--- config.mk ---
export PLATFORM = sky130hd
export DESIGN_NAME = charge_count_interrupt
export DESIGN_NICKNAME = d
export VERILOG_FILES = /design/src/logic/charge_count_pkg.sv /design/src/logic/unit_event_if.sv /design/src/logic/charge_count_interrupt.sv /design/src/logic/reversal_counter.sv
export SDC_FILE = /design/constraint.sdc
export NUM_CORES = 1
export LEC_CHECK = 0
export BUFFER_PORTS_ARGS = -buffer_cell sky130_fd_sc_hd__buf_2
export CORE_ASPECT_RATIO = 0.75
export CORE_MARGIN = 4
export CORE_UTILIZATION = 55
export CTS_CLUSTER_SIZE = 12
export DETAILED_ROUTE_END_ITERATION = 6
export GPL_TIMING_DRIVEN = 1
export PLACE_DENSITY = 0.77
export SYNTH_ARGS = -nofsm -noshare
export SYNTH_HDL_FRONTEND = slang
export SYNTH_SLANG_ARGS = --single-unit
--- constraint.sdc ---
create_clock -name core_clk -period 4.1 [get_ports core_clk]
set_input_delay 0.615 -clock core_clk [delete_from_list [all_inputs] [get_ports core_clk]]
set_output_delay 0.615 -clock core_clk [all_outputs]
set_load 0.005 [all_outputs]
--- src/logic/charge_count_pkg.sv ---
// constants shared by the charge count interrupt logic
package charge_count_pkg;
  localparam int unsigned CLK_HZ = 10_000_000;
  localparam int unsigned CLK_NS = 1_000_000_000 / CLK_HZ;
  // minimum clear low width
  localparam int unsigned CLR_MIN_NS = 20_000;
  localparam int unsigned CLR_MIN_CYC = (CLR_MIN_NS + CLK_NS - 1) / CLK_NS;
  // minimum flag low pulse in self-clearing use
  localparam int unsigned FLAG_MIN_NS = 1_000;
  localparam int unsigned FLAG_MIN_CYC = (FLAG_MIN_NS + CLK_NS - 1) / CLK_NS;
  // initialization interval after reset or shutdown
  localparam int unsigned INIT_MS = 5;
  localparam int unsigned INIT_CYC = INIT_MS * (CLK_HZ / 1000);
  // reversal counter length and direction filter length
  localparam int unsigned UNIT_STEPS = 1024;
  localparam int unsigned DIR_REVERSALS = 2;
  localparam int unsigned CNT_W = 10;
  localparam logic [CNT_W-1:0] CNT_MID = 10'h200;
  localparam logic [CNT_W-1:0] CNT_MAX = 10'h3ff;
  localparam logic [CNT_W-1:0] CNT_MIN = 10'h000;
  localparam int unsigned DIR_W = 2;
endpackage : charge_count_pkg

--- src/logic/unit_event_if.sv ---
// charge unit event carrier between counter and latch logic
`timescale 1ns/100ps
interface unit_event_if;
  logic unit_pulse;
  logic unit_charge;
  logic live_charge;
  modport source (output unit_pulse, output unit_charge, output live_charge);
  modport sink (input unit_pulse, input unit_charge, input live_charge);
endinterface : unit_event_if

--- src/logic/charge_count_interrupt.sv ---
// charge unit flag, direction latch and clear logic
//
// Operation
// - flag goes low per charge unit, latched
// - direction latched with flag assertion
// - further units while latched are lost
// - clear low 20us releases flag and latch
// - counting continues regardless of latches
// - after clear, direction follows live current
// - direction released high charging, low discharging
// - direction change shows after two reversals
// - flag tied to clear self-clears
// - self-clear keeps flag low 1us minimum
// - 1024-step up/down counter forms units
// - shutdown resets and releases both outputs
// - wait 5ms before counting after reset
`timescale 1ns/100ps
module charge_count_interrupt #(
  parameter int unsigned INIT_CYCLES = charge_count_pkg::INIT_CYC
) (
  input wire logic core_clk,
  input wire logic rst_n,
  input wire logic power_down_n,
  input wire logic reversal_strobe,
  input wire logic reversal_dir,
  input wire logic flag_clear_n,
  output logic charge_flag_n_o,
  output logic charge_flag_n_oe,
  output logic current_direction_out_o,
  output logic current_direction_out_oe
);
  localparam int unsigned CLR_CYC = charge_count_pkg::CLR_MIN_CYC;
  localparam int unsigned FLAG_CYC = charge_count_pkg::FLAG_MIN_CYC;

  typedef enum logic [1:0] {
    ST_OFF = 2'b00,
    ST_INIT = 2'b01,
    ST_RUN = 2'b11
  } phase_e;

  logic pd_meta_q, pd_sync_q, clr_meta_q, clr_sync_q;
  phase_e phase_q, phase_d;
  logic [22:0] init_q, init_d;
  logic [8:0] clr_cnt_q, clr_cnt_d;
  logic [8:0] low_cnt_q, low_cnt_d;
  logic flag_q, flag_d, pol_q, pol_d;
  logic run;

  unit_event_if ev ();

  // true once a saturating width count has reached its limit
  function automatic logic reached(input logic [8:0] cnt, input int unsigned lim);
    reached = 32'(cnt) >= lim;
  endfunction : reached

  // pin synchronisers
  always_ff @(posedge core_clk)
  begin
    if (!rst_n)
    begin
      pd_meta_q <= 1'b0;
      pd_sync_q <= 1'b0;
      clr_meta_q <= 1'b1;
      clr_sync_q <= 1'b1;
    end
    else
    begin
      pd_meta_q <= power_down_n;
      pd_sync_q <= pd_meta_q;
      clr_meta_q <= flag_clear_n;
      clr_sync_q <= clr_meta_q;
    end
  end

  assign run = (phase_q == ST_RUN);

  // counter runs apart from the latches
  reversal_counter #(.STEPS(charge_count_pkg::UNIT_STEPS)) u_counter (
    .core_clk(core_clk),
    .run(run),
    .reversal(reversal_strobe),
    .charge_dir(reversal_dir),
    .ev(ev)
  );

  // power phase: off, initialization wait, counting
  always_comb
  begin
    phase_d = phase_q;
    init_d = init_q;
    case (phase_q)
      ST_OFF:
      begin
        init_d = '0;
        if (pd_sync_q)
          phase_d = ST_INIT;
      end
      ST_INIT:
      begin
        init_d = init_q + 1'b1;
        if (32'(init_q) >= INIT_CYCLES - 1)
          phase_d = ST_RUN;
      end
      ST_RUN:
        phase_d = ST_RUN;
      default:
        phase_d = ST_OFF;
    endcase
    if (!pd_sync_q)
      phase_d = ST_OFF;
  end

  always_ff @(posedge core_clk)
  begin
    if (!rst_n)
    begin
      phase_q <= ST_OFF;
      init_q <= '0;
    end
    else
    begin
      phase_q <= phase_d;
      init_q <= init_d;
    end
  end

  // flag and direction latches with clear width qualification
  always_comb
  begin
    flag_d = flag_q;
    pol_d = pol_q;
    clr_cnt_d = clr_sync_q ? '0 : clr_cnt_q;
    low_cnt_d = low_cnt_q;
    if (!clr_sync_q && !reached(clr_cnt_q, CLR_CYC))
      clr_cnt_d = clr_cnt_q + 1'b1;
    if (flag_q && !reached(low_cnt_q, FLAG_CYC))
      low_cnt_d = low_cnt_q + 1'b1;
    // clear only after the full width and the minimum low time;
    // a flag tied to the clear pin takes this same path, so it
    // releases itself once its own low level has met the width
    if (flag_q && reached(clr_cnt_q, CLR_CYC) && reached(low_cnt_q, FLAG_CYC))
    begin
      flag_d = 1'b0;
      low_cnt_d = '0;
    end
    if (!flag_q)
      pol_d = ev.live_charge;
    if (ev.unit_pulse && !flag_q)
    begin
      flag_d = 1'b1;
      pol_d = ev.unit_charge;
      low_cnt_d = '0;
    end
    // units arriving while latched are dropped
    if (!run)
    begin
      flag_d = 1'b0;
      pol_d = 1'b1;
      low_cnt_d = '0;
    end
  end

  always_ff @(posedge core_clk)
  begin
    if (!rst_n)
    begin
      flag_q <= 1'b0;
      pol_q <= 1'b1;
      clr_cnt_q <= '0;
      low_cnt_q <= '0;
    end
    else
    begin
      flag_q <= flag_d;
      pol_q <= pol_d;
      clr_cnt_q <= clr_cnt_d;
      low_cnt_q <= low_cnt_d;
    end
  end

  // open-drain outputs; low driven only
  assign charge_flag_n_o = 1'b0;
  // released at once when counting stops, not a cycle later
  assign charge_flag_n_oe = flag_q && run;
  assign current_direction_out_o = 1'b0;
  assign current_direction_out_oe = run && !pol_q;

  a_power_down_n_release: assert property (@(posedge core_clk) disable iff (!rst_n)
    !pd_sync_q |=> !charge_flag_n_oe && !current_direction_out_oe)
    else $error("outputs driven in shutdown");
  a_flag_sets: assert property (@(posedge core_clk) disable iff (!rst_n)
    (ev.unit_pulse && !flag_q && run) |=> flag_q)
    else $error("unit did not set flag");
  a_pol_latch: assert property (@(posedge core_clk) disable iff (!rst_n)
    (ev.unit_pulse && !flag_q && run) |=> pol_q == $past(ev.unit_charge))
    else $error("direction not latched");
  a_pol_held: assert property (@(posedge core_clk) disable iff (!rst_n)
    (flag_q && $past(flag_q) && run) |-> $stable(pol_q))
    else $error("direction moved while latched");
  a_clear_width: assert property (@(posedge core_clk) disable iff (!rst_n)
    ($fell(flag_q) && run) |-> 32'($past(clr_cnt_q)) >= CLR_CYC
      && 32'($past(low_cnt_q)) >= FLAG_CYC)
    else $error("flag cleared too early");
  a_self_low: assert property (@(posedge core_clk) disable iff (!rst_n)
    ($rose(flag_q)) |-> (flag_q || !run) [*8] ##1 (flag_q || !run) ##1 (flag_q || !run))
    else $error("flag pulse too short");
  a_flag_holds: assert property (@(posedge core_clk) disable iff (!rst_n)
    (flag_q && run && clr_sync_q && $past(clr_sync_q)) |=> flag_q)
    else $error("flag released without clear");
  a_unit_lost: assert property (@(posedge core_clk) disable iff (!rst_n)
    (ev.unit_pulse && flag_q && run && clr_sync_q && $past(clr_sync_q)) |=> flag_q && $stable(pol_q))
    else $error("latched unit disturbed");
  a_outputs_off: assert property (@(posedge core_clk) disable iff (!rst_n)
    !run |-> !charge_flag_n_oe && !current_direction_out_oe)
    else $error("outputs driven while not counting");
  a_live_pol: assert property (@(posedge core_clk) disable iff (!rst_n)
    (!flag_q && $past(!flag_q) && run && $past(run)) |-> pol_q == $past(ev.live_charge))
    else $error("direction not following");
  a_init_wait: assert property (@(posedge core_clk) disable iff (!rst_n)
    $rose(run) |-> 32'($past(init_q)) >= INIT_CYCLES - 1)
    else $error("counting before init wait");
endmodule : charge_count_interrupt

--- src/logic/reversal_counter.sv ---
// reversal up/down counter forming charge unit events
`timescale 1ns/100ps
module reversal_counter #(
  parameter int unsigned STEPS = charge_count_pkg::UNIT_STEPS
) (
  input wire logic core_clk,
  input wire logic run,
  input wire logic reversal,
  input wire logic charge_dir,
  unit_event_if.source ev
);
  // top of the count follows the unit length
  localparam logic [charge_count_pkg::CNT_W-1:0] TOP = charge_count_pkg::CNT_W'(STEPS - 1);

  logic [charge_count_pkg::CNT_W-1:0] cnt_q, cnt_d;
  logic [charge_count_pkg::DIR_W-1:0] same_q, same_d;
  logic dir_q, dir_d, live_q, live_d, pulse_q, pulse_d, uchg_q, uchg_d;

  // count each reversal; wrap ends form one unit
  always_comb
  begin
    cnt_d = cnt_q;
    same_d = same_q;
    dir_d = dir_q;
    live_d = live_q;
    pulse_d = 1'b0;
    uchg_d = uchg_q;
    if (!run)
    begin
      cnt_d = charge_count_pkg::CNT_MID;
      same_d = '0;
      dir_d = 1'b1;
      live_d = 1'b1;
      uchg_d = 1'b1;
    end
    else if (reversal)
    begin
      if (charge_dir)
      begin
        cnt_d = cnt_q + 1'b1;
        if (cnt_q == TOP)
        begin
          pulse_d = 1'b1;
          uchg_d = 1'b1;
        end
      end
      else
      begin
        cnt_d = cnt_q - 1'b1;
        if (cnt_q == charge_count_pkg::CNT_MIN)
        begin
          pulse_d = 1'b1;
          uchg_d = 1'b0;
        end
      end
      // new direction shows only after two reversals in it
      if (charge_dir == dir_q)
        same_d = '0;
      else if (same_q == charge_count_pkg::DIR_W'(charge_count_pkg::DIR_REVERSALS - 1))
      begin
        dir_d = charge_dir;
        same_d = '0;
      end
      else
        same_d = same_q + 1'b1;
      live_d = dir_d;
    end
  end

  // counter registers
  always_ff @(posedge core_clk)
  begin
    cnt_q <= cnt_d;
    same_q <= same_d;
    dir_q <= dir_d;
    live_q <= live_d;
    pulse_q <= pulse_d;
    uchg_q <= uchg_d;
  end

  assign ev.unit_pulse = pulse_q;
  assign ev.unit_charge = uchg_q;
  assign ev.live_charge = live_q;
endmodule : reversal_counter

==> metrics.md, run 1 <==
| Metric | Value |
|---|---|
| Number of diodes | `0` |
| Synth top area cells | `dfxtp_1 (40%), nor2_1 (6.4%), ha_1 (5.0%), xor2_1 (4.9%), xnor2_1 (3.5%)` |
| Clock Path Buffers | `2` |
| Critical Path Sink Type | `output pin` |
| Critical Path AT | `1740 ps` |
| Total routing usage reported by global routing | `17.9%` |
| Tmin final | `2360 ps` |
| DRC | `0` |
| Int Power | `928 µW` |
| P_leak | `1.26 nW` |
| Avg Synthesized Cell Area | `8.79 µm²` |
| Pin count of the biggest net entering global routing | `20` |
| Async SR Flop Fraction | `0%` |
| Via-to-Cell Ratio | `5.53` |
| Vias in the first global route | `2184` |
| Fmax | `424 MHz` |
| Die height | `74.3 µm` |
| Cells after Synth | `367` |
| Crit path kind | `register to output pin` |
| Top cell type by total area after synthesis | `dfxtp_1` |
| Switching part of the total | `21.0%` |
| Die Span X | `96.4 µm` |
| Via count | `2511` |
| Worst hold start | `pd_meta_q` |
| Final setup viols | `0` |
| Num CTS Buffers | `9` |
| Hold Crit Class | `register to register` |
| TritonCTS clock tree | `yes` |
| Worst-path maximum fanout | `17` |
| Req. time, crit path | `3480 ps` |
| Clk pwr share | `43.8%` |
| Flops & latches, synth | `64` |
| Crit path from | `phase_q[1]` |
| Warnings from Yosys | `0` |
| Area growth syn-to-layout | `7.76%` |
| Sequential power share | `53.3%` |
| Drt initial violations | `120` |
| Fin cells | `454` |
| Dpl cells | `439` |
| CTS root buffer | `clkbuf_8` |
| Comb pwr share | `3.0%` |
| Fin. max-slew vios | `0` |
| 1st-pass router iterations | `4` |
| Max Cap Viol | `0` |
| Die footprint | `7160 µm²` |
| Setup TNS | `0 ps` |
| Storage cell area | `1280 µm²` |
| First-pass GRT wire length | `9.94 mm` |
| Final Hold Fails | `0` |
| Routed Antenna Nets | `0` |
| Syn Std Cell Area | `3220 µm²` |
| IR drop worst, VDD | `220 µV` |
| Port Buf Inserts | `7` |
| Clock-pin slew on the worst setup and hold paths | `70 ps` |
| Main flop type after synthesis | `dfxtp_1` |
| Synth top area share | `39.7%` |
| # clock sinks | `64` |
| Synth unique cells | `61` |
| Gpl congestion | `0.898` |
| Ratio of cells with drive above 1 in the final layout | `9.76%` |
| Post-cts resize count | `0` |
| Power Dens Cells | `338 nW/µm²` |
| # IOs | `10` |
| Global route total overflow | `0` |
| Critical R2R Launch | `u_counter.cnt_q[0]` |
| Core area | `5500 µm²` |
| Layout Nets | `395` |
| CTS hold repair buffers | `0` |
| # fillers | `475` |
| Wirelength per Cell | `12.6 µm` |
| Crit path launch type | `register` |
| Routed WL | `5.74 mm` |
| Sw Pwr | `247 µW` |
| Starting Density | `58.7%` |
| Sequential area share after synthesis | `39.7%` |
| Final core occ | `63.2%` |
| Worst Skew | `7.13 ps` |
| Unrepaired setup endpoints after global routing | `false` |
| Most frequent cells in the layout | `dfxtp_1 (64), nor2_1 (55), nand2_1 (25)` |
| Clk_lat worst skew | `330 ps` |
| Post-CTS Setup Bufs | `0` |
| Htree depth | `3` |
| # rows | `23` |
| Multi-input combinational cell area | `1810 µm²` |
| Slew @ Worst Pin | `503 ps` |
| Slew margin rel. | `66.4%` |
| Initial antenna violation count | `0` |
| Tcrit/Tclk final | `57.6%` |
| Hpwl dp | `4.15 mm` |
| Most common cell after layout, fill and taps aside | `dfxtp_1` |
| Status | `completed` |
| EDFF count, synth | `0` |
==> layout make-up <==
class / count / area share, %
multi-input cells: 276 / 52.1
well taps: 75 / 2.70
clock buffers: 11 / 4.07
flip-flops and latches: 64 / 36.9
inverters: 16 / 1.73
repair buffers: 8 / 1.22
clock inverters: 4 / 1.30
==> synthesized netlist by cell type (3+ instances only) <==
| cell type | instances |
|---|---|
| and4_1 | 3 |
| nor4_1 | 10 |
| and3_1 | 5 |
| nand3_2 | 3 |
| inv_1 | 15 |
| nor3_1 | 10 |
| nand2b_1 | 4 |
| o21ai_0 | 11 |
| o211ai_1 | 3 |
| dfxtp_1 | 64 |
| nand4_1 | 7 |
| nand3_1 | 16 |
| nand2_1 | 25 |
| xnor2_1 | 13 |
| o21ai_1 | 5 |
| a21oi_1 | 12 |
| ha_1 | 13 |
| buf_6 | 3 |
| a211oi_1 | 4 |
| and2_1 | 11 |
| nor2_1 | 55 |
| clkbuf_1 | 6 |
| xor2_1 | 18 |
==> through the flow <==
stage          setup slack, ps  instance area (µm²)  power, mW  hold slack (ps)
3_5_place_dp              1510                 3290      0.674              427
2_1_floorplan             1900                 3230      0.667              386
4_1_cts                   1720                 3470       1.19              441
6_report                  1740                 3470       1.17              441
3_3_place_gp              1600                 3290      0.674              428
5_1_grt                   1550                 3470       1.23              457
==> worst paths after layout <==
kind                        end  slack, ps  depth (start not counted)
max reg2reg  u_counter.cnt_q[6]       1980                          7
min reg2reg           pd_sync_q        440                          1
min                   pd_sync_q        440                          1
max            charge_flag_n_oe       1740                          3
==> power groups by stage <==
stage               clock (mW)  combinational, mW  sequential [mW]
floorplan                    0             0.0281            0.639
global placement             0             0.0339            0.640
detailed placement           0             0.0347            0.640
CTS                      0.534             0.0347            0.626
global route             0.561             0.0396            0.625
finish                   0.514             0.0351            0.626
==> flip-flops by register name, summed over array words and instances (netlist names) <==
name	cells
clr_sync_q	1
u_counter.ev.live_charge	1
u_counter.cnt_q	10
low_cnt_q	9
clr_cnt_q	9
u_counter.ev.unit_charge	1
clr_meta_q	1
u_counter.same_q	2
init_q	23
pol_q	1
pd_sync_q	1
phase_q	2
flag_q	1
u_counter.ev.unit_pulse	1
pd_meta_q	1
==> logic make-up after synthesis <==
group / share of synthesized area (%)
AOI/OAI and AO/OA: 13.1
xor gates and xnor gates: 8.42
adders and majority gates: 5.67
buffers and inverters: 4.23
DFF: 39.7
muxes: 0.970
other: 0.116
and+or+nand+nor: 27.7
==> per-layer routing <==
layer / GRT usage (%) / share of wire, %
met3: 5.46 / 4.3
met5: 0 / 0
met1: 24.8 / 53
met4: 7.78 / 1.6
met2: 25.8 / 41
==> worst max-delay path, stage by stage, from the launching register on <==
cell and delay (ps):
dfxtp_1 630, nand2_1 440, nor2_1 210, buf_2 140
Note: power is estimated with default switching activity, not from simulation.
==> run 2: changes to the inputs <==
Clock period 4.1 ns to 2.2 ns, I/O delays scaled along.
==> run 2 against run 1 <==
  * Sequential cell count unchanged
  * Die area is the same
  * Register-to-register slack got worse by 1800 ps
  * Routed wire length increased by 3.7%
  * Critical path depth up 4
  * Combinational power up 91%
  * Non-clock buffer count up 4
  * Worst hold slack worse by 270 ps
  * Utilization increased by 0.77 points
  * First-iteration DRC count decreased by 38%
==> metrics.md, run 2 (synthesis gave the netlist of run 1 again) <==
| Metric | Value |
|---|---|
| Status | `completed` |
| Global route total overflow | `0 (unchanged)` |
| Ratio of cells with drive above 1 in the final layout | `11.5% (+1.7 points)` |
| Hpwl dp | `4.25 mm (+2.5%)` |
| Total routing usage reported by global routing | `18.8% (+0.90 points)` |
| Hold Crit Class | `input port to register` |
| Clock Path Buffers | `2 (unchanged)` |
| First-pass GRT wire length | `10.4 mm (+4.9%)` |
| # rows | `23 (unchanged)` |
| Unrepaired setup endpoints after global routing | `false` |
| Layout Nets | `399 (+1.0%)` |
| Drt initial violations | `75 (-38%)` |
| Worst-path cell chain | `inv_1 -> fa_1 -> nor2b_1 -> o31a_1 -> o21ai_1 -> a2111oi_1 -> a311o_1` |
| TritonCTS clock tree | `yes` |
| P_leak | `1.28 nW (+1.3%)` |
| Routed Antenna Nets | `0 (unchanged)` |
| Vias in the first global route | `2289 (+4.8%)` |
| Hold_ws | `174 ps (-267 ps)` |
| # fillers | `467 (-1.7%)` |
| CTS hold repair buffers | `0 (unchanged)` |
| Die footprint | `7160 µm² (unchanged)` |
| Num CTS Buffers | `9 (unchanged)` |
| Setup TNS | `0 ps (unchanged)` |
| Fmax | `504 MHz` |
| Tcrit/Tclk final | `90.3%` |
| # IOs | `10 (unchanged)` |
| Most frequent cells in the layout | `dfxtp_1 (63), nor2_1 (55), nand2_1 (25)` |
| Req. time, crit path | `2490 ps (-990 ps)` |
| Tmin final | `1990 ps` |
| Critical R2R Launch | `u_counter.cnt_q[1]` |
| Htree depth | `3 (unchanged)` |
| IR drop worst, VDD | `331 µV (+50%)` |
| Crit path from | `u_counter.cnt_q[1]` |
| CTS root buffer | `clkbuf_8` |
| Final core occ | `64.0% (+0.77 points)` |
| Final instance area | `3520 µm² (+1.2%)` |
| Core area | `5500 µm² (unchanged)` |
| Post-CTS Setup Bufs | `0 (unchanged)` |
| Number of diodes | `0 (unchanged)` |
| Slowest CP cell | `dfxtp_1` |
| Worst Skew | `6.72 ps (-0.408 ps)` |
| CP delay by family, top | `compound AO/OA/AOI/OAI gates` |
| Routed WL | `5.95 mm (+3.7%)` |
| Max Cap Viol | `0 (unchanged)` |
| Fin cells | `459 (+1.1%)` |
| # clock sinks | `64 (unchanged)` |
| Via count | `2476 (-1.4%)` |
| Crit path buffers/inverters | `1 (unchanged)` |
| Area growth syn-to-layout | `9.08%` |
| Initial antenna violation count | `0 (unchanged)` |
| Worst-path maximum fanout | `5 (-12)` |
| Final setup viols | `0 (unchanged)` |
| Most common cell after layout, fill and taps aside | `dfxtp_1` |
| R2r setup slk | `210 ps (-1770 ps)` |
| DRC | `0 (unchanged)` |
| Crit path kind | `register to register` |
| Via-to-Cell Ratio | `5.39 (-2.5%)` |
| Crit path launch type | `register` |
| Die height | `74.3 µm (unchanged)` |
| Worst hold start | `flag_clear_n` |
| Dpl cells | `443 (+0.91%)` |
| Gpl congestion | `0.835 (-7.1%)` |
| Clock-pin slew on the worst setup and hold paths | `70 ps (about the same)` |
| Die Span X | `96.4 µm (unchanged)` |
| Max reg flops | `23 (unchanged)` |
| Wirelength per Cell | `13.0 µm (+2.5%)` |
| Power Dens Cells | `630 nW/µm² (+86%)` |
| Final Hold Fails | `0 (unchanged)` |
| Post-cts resize count | `0 (unchanged)` |
| Fin. max-slew vios | `0 (unchanged)` |
| Critical Path AT | `2270 ps (+530 ps)` |
| Starting Density | `58.7% (unchanged)` |
| 1st-pass router iterations | `5 (+1)` |
| Clk_lat worst skew | `340 ps (about the same)` |
| Pin count of the biggest net entering global routing | `20 (unchanged)` |
| Critical Path Sink Type | `register` |
| Most flop-heavy register | `init_q` |
| Post-DP Area | `3320 µm² (+0.91%)` |
| Port Buf Inserts | `7 (unchanged)` |
| CP max stage delay | `420 ps (-210 ps)` |
| Largest regs | `init_q x23, u_counter.cnt_q x10` |
run 2: layout make-up:
class / instances / area (µm²) / share of cell area [%]
flip-flops and latches: 64 / 1280 / 36.5
clock buffers: 9 / 124 / 3.52
clock inverters: 7 / 72.6 / 2.06
inverters: 16 / 60.1 / 1.71
multi-input cells: 276 / 1810 / 51.5
repair buffers: 12 / 72.6 / 2.06
well taps: 75 / 93.8 / 2.67
run 2: through the flow:
stage	worst slack [ps]	power (mW)
2_1_floorplan	287	1.24
3_3_place_gp	115	1.26
3_5_place_dp	37.5	1.26
4_1_cts	123	2.25
5_1_grt	52.3	2.31
6_report	214	2.22
run 2: layer usage:
metal | GRT usage [%] | share of wire [%] | routed length [µm]
met3 | 5.97 | 4.2 | 248
met5 | 0 | 0 | 0
met4 | 8.24 | 1.5 | 90
met2 | 27.2 | 43 | 2550
met1 | 25.8 | 51 | 3060
run 2: worst paths after layout:
kind,end,cells after the start
worst min-delay path,clr_meta_q,2
worst max register to register,u_counter.cnt_q[6],7
worst min register to register,clr_sync_q,1
worst max-delay path,u_counter.cnt_q[6],7
run 2: power by group:
part | internal, mW | switching [mW]
clock network | 0.522 | 0.462
logic | 0.0247 | 0.0424
registers | 1.16 | 0.00280
